**config.mk**
```make
export PLATFORM = sky130hd
export DESIGN_NAME = csp_top
export DESIGN_NICKNAME = d
export VERILOG_FILES = /design/src/logic/csp_pkg.sv /design/src/logic/csp_top.sv
export SDC_FILE = /design/constraint.sdc
export NUM_CORES = 1
export LEC_CHECK = 0
export BUFFER_PORTS_ARGS = -buffer_cell sky130_fd_sc_hd__buf_2
export CAP_MARGIN = 20
export CORE_MARGIN = 10
export CORE_UTILIZATION = 30
export CTS_CLUSTER_DIAMETER = 150
export DETAILED_ROUTE_END_ITERATION = 7
export PLACE_DENSITY_LB_ADDON = 0.1
export SYNTH_ARGS = -nofsm -noshare
export SYNTH_HDL_FRONTEND = slang
export SYNTH_SLANG_ARGS = --single-unit
```
**constraint.sdc**
```tcl
create_clock -name REF_CLK -period 6.7 [get_ports REF_CLK]
set_input_delay 0.335 -clock REF_CLK [delete_from_list [all_inputs] [get_ports REF_CLK]]
set_output_delay 0.335 -clock REF_CLK [all_outputs]
set_load 0.05 [all_outputs]
```
**src/logic/csp_pkg.sv**
```systemverilog
/*
  Constants, types and instruction codes for the configuration access,
  security and power-up reset block. Assumes one 200 MHz reference clock
  and a boundary-scan port whose pins arrive asynchronously.
*/
package csp_pkg;
  // ----------------------------------------------------------------
  // Timing
  // ----------------------------------------------------------------
  localparam int POR_TIME_US   = 1;     // Power-up reset time, in us
  localparam int CLK_PERIOD_PS = 5000;  // 200 MHz reference clock
  localparam int POR_CYC       = (POR_TIME_US * 1000000) / CLK_PERIOD_PS;
  localparam int POR_CW        = 9;

  // ----------------------------------------------------------------
  // Widths and instruction codes
  // ----------------------------------------------------------------
  localparam int SIG_W  = 32;           // User signature width
  localparam int CFG_W  = 16;           // Configuration word width
  localparam int DR_W   = 32;           // Widest data register
  localparam int IR_W   = 4;
  localparam logic [IR_W-1:0] IR_CAPTURE = 4'h1;
  localparam logic [IR_W-1:0] OP_READ    = 4'h2;
  localparam logic [IR_W-1:0] OP_WRITE   = 4'h3;
  localparam logic [IR_W-1:0] OP_VERIFY  = 4'h4;
  localparam logic [IR_W-1:0] OP_ERASE   = 4'h5;
  localparam logic [IR_W-1:0] OP_SECURE  = 4'h6;
  localparam logic [IR_W-1:0] OP_USERSIG = 4'h8;
  localparam logic [IR_W-1:0] OP_SIGWR   = 4'h9;
  localparam logic [IR_W-1:0] OP_BYPASS  = 4'hf;

  // Signature default value is arbitrary
  localparam logic [SIG_W-1:0] SIG_RESET = 32'h0000_0000;

  // ----------------------------------------------------------------
  // Types
  // ----------------------------------------------------------------
  typedef struct packed {
    logic tck;
    logic tms;
    logic tdi;
    logic trst_n;
  } csp_scan_t;

  typedef enum logic [3:0] {
    TLR, RTI, SEL_DR, CAP_DR, SH_DR, EX1_DR, PA_DR, EX2_DR, UPD_DR,
    SEL_IR, CAP_IR, SH_IR, EX1_IR, PA_IR, EX2_IR, UPD_IR
  } csp_tap_t;
endpackage : csp_pkg

```
**src/logic/csp_top.sv**
```systemverilog
/*
  Boundary-scan configuration port, security bit, user signature and
  power-up reset of a small programmable logic device, with its bank of
  macrocell registers. Assumes the scan pins and the device clock pin are
  asynchronous to REF_CLK and much slower than it.
*/
`timescale 1ns/1ps
module csp_top #(
  parameter int N_MC  = 10,             // Registered macrocells
  parameter int DEPTH = 8               // Configuration words
) (
  input  wire logic                       REF_CLK,   // 200 MHz clock
  input  wire logic                       ARST_N,    // Async reset, low
  input  wire logic                       CE,        // Clock enable
  input  wire csp_pkg::csp_scan_t         SCAN,      // Scan port pins
  output logic                            TDO,       // Scan data out
  output logic                            TDO_OE,    // TDO drive enable
  input  wire logic                       USER_CLK,  // Device clock pin
  input  wire logic [N_MC-1:0]            USER_D,    // Macrocell D inputs
  output logic      [N_MC-1:0]            USER_Q,    // Registered pins
  output logic                            USER_OE,   // Pin drive enable
  output logic                            PULLUP_EN, // Input pull-ups on
  output logic                            POR_DONE,  // Reset interval over
  output logic                            SECURED    // Security bit
);
  import csp_pkg::*;

  localparam int AW = $clog2(DEPTH);

  // ------------------------------------------------------------------
  // Reset release and input synchronisers
  // ------------------------------------------------------------------
  logic              rst_s1_r, rst_n_r;
  csp_scan_t         scan_s1_r, scan_s2_r;
  logic              tck_d_r;
  logic              uclk_s1_r, uclk_s2_r, uclk_d_r;
  logic [N_MC-1:0]   ud_s1_r, ud_s2_r;

  // Reset leaves through two flops so release is synchronous
  always_ff @(posedge REF_CLK or negedge ARST_N)
  begin
    if (!ARST_N) begin
      rst_s1_r <= 1'b0;
      rst_n_r  <= 1'b0;
    end else if (CE) begin
      rst_s1_r <= 1'b1;
      rst_n_r  <= rst_s1_r;
    end
  end

  // Pins cross in through two flops; edges are found past the second
  always_ff @(posedge REF_CLK or negedge rst_n_r)
  begin
    if (!rst_n_r) begin
      scan_s1_r <= '0;
      scan_s2_r <= '0;
      tck_d_r   <= 1'b0;
      uclk_s1_r <= 1'b0;
      uclk_s2_r <= 1'b0;
      uclk_d_r  <= 1'b0;
      ud_s1_r   <= '0;
      ud_s2_r   <= '0;
    end else if (CE) begin
      scan_s1_r <= SCAN;
      scan_s2_r <= scan_s1_r;
      tck_d_r   <= scan_s2_r.tck;
      uclk_s1_r <= USER_CLK;
      uclk_s2_r <= uclk_s1_r;
      uclk_d_r  <= uclk_s2_r;
      ud_s1_r   <= USER_D;
      ud_s2_r   <= ud_s1_r;
    end
  end

  logic tck_rise, tck_fall, uclk_rise;
  assign tck_rise  = CE & scan_s2_r.tck & ~tck_d_r;
  assign tck_fall  = CE & ~scan_s2_r.tck & tck_d_r;
  // A clock pin that moves during power-up still gives an edge here
  assign uclk_rise = CE & uclk_s2_r & ~uclk_d_r;

  // ------------------------------------------------------------------
  // Power-up reset interval
  // ------------------------------------------------------------------
  logic [POR_CW-1:0] por_cnt_r;
  logic              por_done_r;

  // Counts the reset interval once after release
  always_ff @(posedge REF_CLK or negedge rst_n_r)
  begin
    if (!rst_n_r) begin
      por_cnt_r  <= '0;
      por_done_r <= 1'b0;
    end else if (CE && !por_done_r) begin
      por_cnt_r  <= por_cnt_r + 1'b1;
      por_done_r <= (por_cnt_r == POR_CW'(POR_CYC - 1));
    end
  end

  logic run_n;
  assign run_n = rst_n_r & por_done_r;  // Low holds the scan logic and macrocell registers in reset

  // ------------------------------------------------------------------
  // Test access port controller
  // ------------------------------------------------------------------
  csp_tap_t st_r, st_nxt;
  logic     tms;
  assign tms = scan_s2_r.tms;

  // Standard 16-state walk, one step per scan clock rise
  always_comb
  begin
    case (st_r)
      TLR:     st_nxt = tms ? TLR    : RTI;
      RTI:     st_nxt = tms ? SEL_DR : RTI;
      SEL_DR:  st_nxt = tms ? SEL_IR : CAP_DR;
      CAP_DR:  st_nxt = tms ? EX1_DR : SH_DR;
      SH_DR:   st_nxt = tms ? EX1_DR : SH_DR;
      EX1_DR:  st_nxt = tms ? UPD_DR : PA_DR;
      PA_DR:   st_nxt = tms ? EX2_DR : PA_DR;
      EX2_DR:  st_nxt = tms ? UPD_DR : SH_DR;
      UPD_DR:  st_nxt = tms ? SEL_DR : RTI;
      SEL_IR:  st_nxt = tms ? TLR    : CAP_IR;
      CAP_IR:  st_nxt = tms ? EX1_IR : SH_IR;
      SH_IR:   st_nxt = tms ? EX1_IR : SH_IR;
      EX1_IR:  st_nxt = tms ? UPD_IR : PA_IR;
      PA_IR:   st_nxt = tms ? EX2_IR : PA_IR;
      EX2_IR:  st_nxt = tms ? UPD_IR : SH_IR;
      UPD_IR:  st_nxt = tms ? SEL_DR : RTI;
      default: st_nxt = TLR;
    endcase
  end

  // Held in reset until the power-up interval ends
  always_ff @(posedge REF_CLK or negedge run_n)
  begin
    if (!run_n)
      st_r <= TLR;
    else if (!scan_s2_r.trst_n)
      st_r <= TLR;
    else if (tck_rise)
      st_r <= st_nxt;
  end

  // ------------------------------------------------------------------
  // Instruction register
  // ------------------------------------------------------------------
  logic [IR_W-1:0] ir_sh_r, ir_r;

  always_ff @(posedge REF_CLK or negedge run_n)
  begin
    if (!run_n) begin
      ir_sh_r <= '0;
      ir_r    <= OP_BYPASS;
    end else if (!scan_s2_r.trst_n || (tck_rise && st_r == TLR)) begin
      ir_r    <= OP_BYPASS;
    end else if (tck_rise) begin
      if (st_r == CAP_IR)
        ir_sh_r <= IR_CAPTURE;
      else if (st_r == SH_IR)
        ir_sh_r <= {scan_s2_r.tdi, ir_sh_r[IR_W-1:1]};
      else if (st_r == UPD_IR)
        ir_r    <= ir_sh_r;
    end
  end

  // ------------------------------------------------------------------
  // Nonvolatile contents: array, security bit, signature
  // ------------------------------------------------------------------
  logic [CFG_W-1:0] mem_r [DEPTH] = '{default: '0};
  logic             secure_r      = 1'b0;
  logic [SIG_W-1:0] sig_r         = SIG_RESET;
  logic [AW-1:0]    addr_r;
  logic             vfy_ok_r;
  logic [DR_W-1:0]  dr_r;
  logic             upd_dr, erase_fire, wr_fire;

  assign upd_dr     = tck_rise && st_r == UPD_DR;
  assign erase_fire = upd_dr && ir_r == OP_ERASE;
  assign wr_fire    = upd_dr && ir_r == OP_WRITE && !secure_r;

  // Contents survive reset; only erase clears the bit
  always_ff @(posedge REF_CLK)
  begin
    if (erase_fire)
      secure_r <= 1'b0;
    else if (run_n && upd_dr && ir_r == OP_SECURE)
      secure_r <= 1'b1;
  end

  // Array write or whole-array erase
  always_ff @(posedge REF_CLK)
  begin
    if (run_n && erase_fire) begin
      for (int i = 0; i < DEPTH; i++)
        mem_r[i] <= '0;
    end else if (run_n && wr_fire) begin
      mem_r[addr_r] <= dr_r[CFG_W-1:0];
    end
  end

  // Signature rewrite is not guarded by the security bit
  always_ff @(posedge REF_CLK)
  begin
    if (run_n && upd_dr && ir_r == OP_SIGWR)
      sig_r <= dr_r;
  end

  // Word pointer restarts with each new instruction
  always_ff @(posedge REF_CLK or negedge run_n)
  begin
    if (!run_n) begin
      addr_r   <= '0;
      vfy_ok_r <= 1'b0;
    end else if (tck_rise && st_r == UPD_IR) begin
      addr_r   <= '0;
    end else if (upd_dr && !secure_r &&
                 (ir_r == OP_READ || ir_r == OP_WRITE ||
                  ir_r == OP_VERIFY)) begin
      addr_r   <= addr_r + 1'b1;
      if (ir_r == OP_VERIFY)
        vfy_ok_r <= (dr_r[CFG_W-1:0] == mem_r[addr_r]);
    end
  end

  // ------------------------------------------------------------------
  // Data register path
  // ------------------------------------------------------------------
  logic [5:0] dr_len;

  always_comb
  begin
    case (ir_r)
      OP_USERSIG, OP_SIGWR:        dr_len = 6'd32;
      OP_READ, OP_WRITE, OP_VERIFY: dr_len = 6'd16;
      default:                     dr_len = 6'd1;
    endcase
  end

  // Capture, then shift LSB first with TDI entering at the top
  always_ff @(posedge REF_CLK or negedge run_n)
  begin
    if (!run_n) begin
      dr_r <= '0;
    end else if (tck_rise && st_r == CAP_DR) begin
      case (ir_r)
        OP_USERSIG: dr_r <= sig_r;
        OP_READ:    dr_r <= secure_r ? '0 :
                            DR_W'(mem_r[addr_r]);
        OP_VERIFY:  dr_r <= secure_r ? '0 : DR_W'(vfy_ok_r);
        default:    dr_r <= '0;
      endcase
    end else if (tck_rise && st_r == SH_DR) begin
      dr_r <= (dr_r >> 1) |
              (DR_W'(scan_s2_r.tdi) << (dr_len - 6'd1));
    end
  end

  // TDO moves on the falling scan clock so the far end samples mid-bit
  always_ff @(posedge REF_CLK or negedge run_n)
  begin
    if (!run_n) begin
      TDO    <= 1'b0;
      TDO_OE <= 1'b0;
    end else if (tck_fall) begin
      TDO    <= (st_r == SH_IR) ? ir_sh_r[0] : dr_r[0];
      TDO_OE <= (st_r == SH_IR) || (st_r == SH_DR);
    end
  end

  // ------------------------------------------------------------------
  // Macrocell registers and pins
  // ------------------------------------------------------------------
  logic [N_MC-1:0] mc_q_r, pol;
  assign pol = mem_r[0][N_MC-1:0];

  // Cleared at power-up; device clock ignored until then
  always_ff @(posedge REF_CLK or negedge run_n)
  begin
    if (!run_n)
      mc_q_r <= '0;
    else if (uclk_rise)
      mc_q_r <= ud_s2_r;
  end

  // Pin level is register through polarity, one cycle behind
  always_ff @(posedge REF_CLK or negedge rst_n_r)
  begin
    if (!rst_n_r) begin
      USER_Q  <= '0;
      USER_OE <= 1'b0;
    end else if (CE) begin
      USER_Q  <= mc_q_r ^ pol;
      USER_OE <= por_done_r;
    end
  end

  assign PULLUP_EN = ~por_done_r;
  assign POR_DONE  = por_done_r;
  assign SECURED   = secure_r;

  // Cycles seen since release; judges the interval length on its own
  logic [POR_CW-1:0] por_seen_r;

  always_ff @(posedge REF_CLK or negedge rst_n_r)
  begin
    if (!rst_n_r)
      por_seen_r <= '0;
    else if (CE && !por_done_r)
      por_seen_r <= por_seen_r + 1'b1;
  end
endmodule : csp_top

```
==> reports/qor.csv <==
metric;value;unit
grt_first_pass_wirelength;50.98;mm
final-hold-violation-count;0;
worst-path-max-fanout;51;
clk_latency;530;ps
min_period_over_period;46.91;%
final_util;35.10;%
final_cells;1544;
syn_avg_cell_area;12.94;um2
clkTransAtPathRegs;60;ps
fin_crit;3143;ps
gp_congestion;0.7568;
htree_levels;2;
cp_data_arrival_time;3520;ps
async_flop_share;41.67;%
antenna_cells;0;
yosysTopAreaCell;edfxtp_1;
ys_seq_area_share;61.74;%
finalSetupTns;0;ps
grt_max_degree;63;
synth-edff-count;160;
cts_root_buffer;clkbuf_16;
drive_gt1_share;20.36;%
drtAntennaViolNets;0;
die_h;224.0;um
cts_buffers;34;
grt-ovfl-total;0;
drt-initial-drc-count;501;
ys_top_cells_by_area;edfxtp_1, dfrtp_1, and2_1;
maxCapViolCount;0;
synthTopCellsByCount;edfxtp_1, dfrtp_1, and2_1;
stdcell_area;14400;um2
area.growth.synth_to_final;15.32;%
ys_ff_latch;276;
dp_cells;1480;
cts.repair.resized;0;
slew_headroom;28.61;%
via_per_inst;4.874;
netlist_instances;965;
coreArea;41020;um2
cts_tree;yes;
mappedNetlistNets;985;
firstDrtPassIters;4;
rsz0062_at_grt;no;
register_area;7711;um2
num-nets-final;1006;
synth_top_area_share;38.49;%
vias;7526;
synth_cell_types;63;
crit_type;flip-flop to flip-flop;
whs;40.14;ps
final_max_slew_viol_count;0;
wire_per_inst;21.23;um
cp_slowest_cell;buf_4;
placed_cell_area;13210;um2
yosys_warnings;0;
place_hpwl;20.53;mm
route.detailed.drc;0;
ioPinCount;34;
synthMostInstantiatedCell;edfxtp_1;
post_cts_buffers;0;
start_util;30.43;%
dieArea;50170;um2
outcome;completed;
finalSetupViolations;0;
p_per_area;282.4;nW/um2
cp.required;7080;ps
skew;25.51;ps
placement.io_buffers;33;
rows;74;
multi_input_area;4442;um2
synth-main-ff-cell;edfxtp_1;
synth_area;12480;um2
endpoint_kind;flip-flop;
fillers;4053;
max_stage_delay;610;ps
p_leak;4.767;nW
cp_cell_sequence;and2_4, buf_4, nand3_1, or3_4, nor2_2, and2_1;
fmax;318.2;MHz
antenna_found_initial;0;
clockBufferDepth;3;
worst_slew_pin_slew;1068;ps
clock_sinks;276;
cp_top_family;simple AND/OR/NAND/NOR gates;
grt_pass1_vias;7770;
peakVddDrop;0.0001393;V
routed_wl;32.78;mm
hold_path_class;primary input to flip-flop;
die_w;224.0;um
grtUsageTotal;13.19;%
postCtsHoldBufs;1;
cp-start-kind;flip-flop;
worst-path-buf-inv;1;
logic make-up after synthesis:
group | count (synthesis) | share of synthesized area [%]
AO/OA/AOI/OAI | 129 | 6.675
XOR/XNOR | 37 | 2.596
adder cells (fa/ha/maj) | 2 | 0.2004
buffers and inverters | 83 | 2.997
flip-flops | 276 | 61.74
multiplexers | 99 | 10.97
AND/OR/NAND/NOR | 339 | 14.82
sequential cells by signal, indices dropped and copies added (netlist names), 3 cells and up:
signal and flops:
mem_r 128, dr_r 32, sig_r 32, USER_Q 10
mc_q_r 10, ud_s1_r 10, ud_s2_r 10, por_cnt_r 9
ir_r 4, ir_sh_r 4, scan_s1_r 4, st_r 4
addr_r 3, scan_s2_r 3
final cells by class:
type,instances,share of cell area [%]
flip-flops and latches,276,53.57
clock inverters,18,1.495
inverters,8,0.2086
well taps,532,4.624
clock buffers,44,6.597
multi-input cells,606,30.86
repair buffers,60,2.651
where the power goes:
group          switching [mW]  internal (mW)  total [mW]
registers              0.0567           1.86        1.92
logic                   0.140         0.0950       0.235
clock network           0.747           1.16        1.91
total                   0.944           3.12        4.06
cells in the final DEF (no fill, tap or decap), drive strengths merged, types with 8 or more instances in the layout:
cell type / instances
clkbuf: 44
nand2b: 8
o31ai: 11
o21ai: 38
mux4: 22
nor3: 12
a221oi: 17
inv: 8
dfrtp: 111
clkinv: 11
a21oi: 26
buf: 59
xor2: 8
edfxtp: 160
and2: 97
and3: 35
xnor2: 29
a31oi: 13
nand2: 57
nand3: 20
nor2: 76
mux2: 52
mux2i: 25
metal layers:
| layer | up-vias | GRT usage, % | wire, um |
|---|---|---|---|
| li1 | 3557 | - | - |
| met1 | 3820 | 18.73 | 16010 |
| met2 | 111 | 20.59 | 15100 |
| met3 | 38 | 1.973 | 1086 |
| met4 | 0 | 3.444 | 586 |
| met5 | - | 0 | 0 |
final timing paths:
check                         start      endpoint  slack (ps)  cells after the start
max in group asynchronous  POR_DONE    ir_sh_r[0]        5290                      2
hold / removal             USER_CLK     uclk_s1_r          40                      2
hold reg to reg             rst_n_r     mc_q_r[6]         260                      1
min in group asynchronous    ARST_N       rst_n_r         130                      2
setup reg to reg           POR_DONE  mem_r[6][11]        3560                      6
setup / recovery           POR_DONE  mem_r[6][11]        3560                      6
stage by stage:
step                worst slack [ps]  power, mW
floorplan                       1016      2.130
global placement                3030      2.192
detailed placement              3005      2.196
CTS                             3331      4.129
global route                    3183      4.223
finish                          3557      4.065
(Power assumes the default switching activity.)
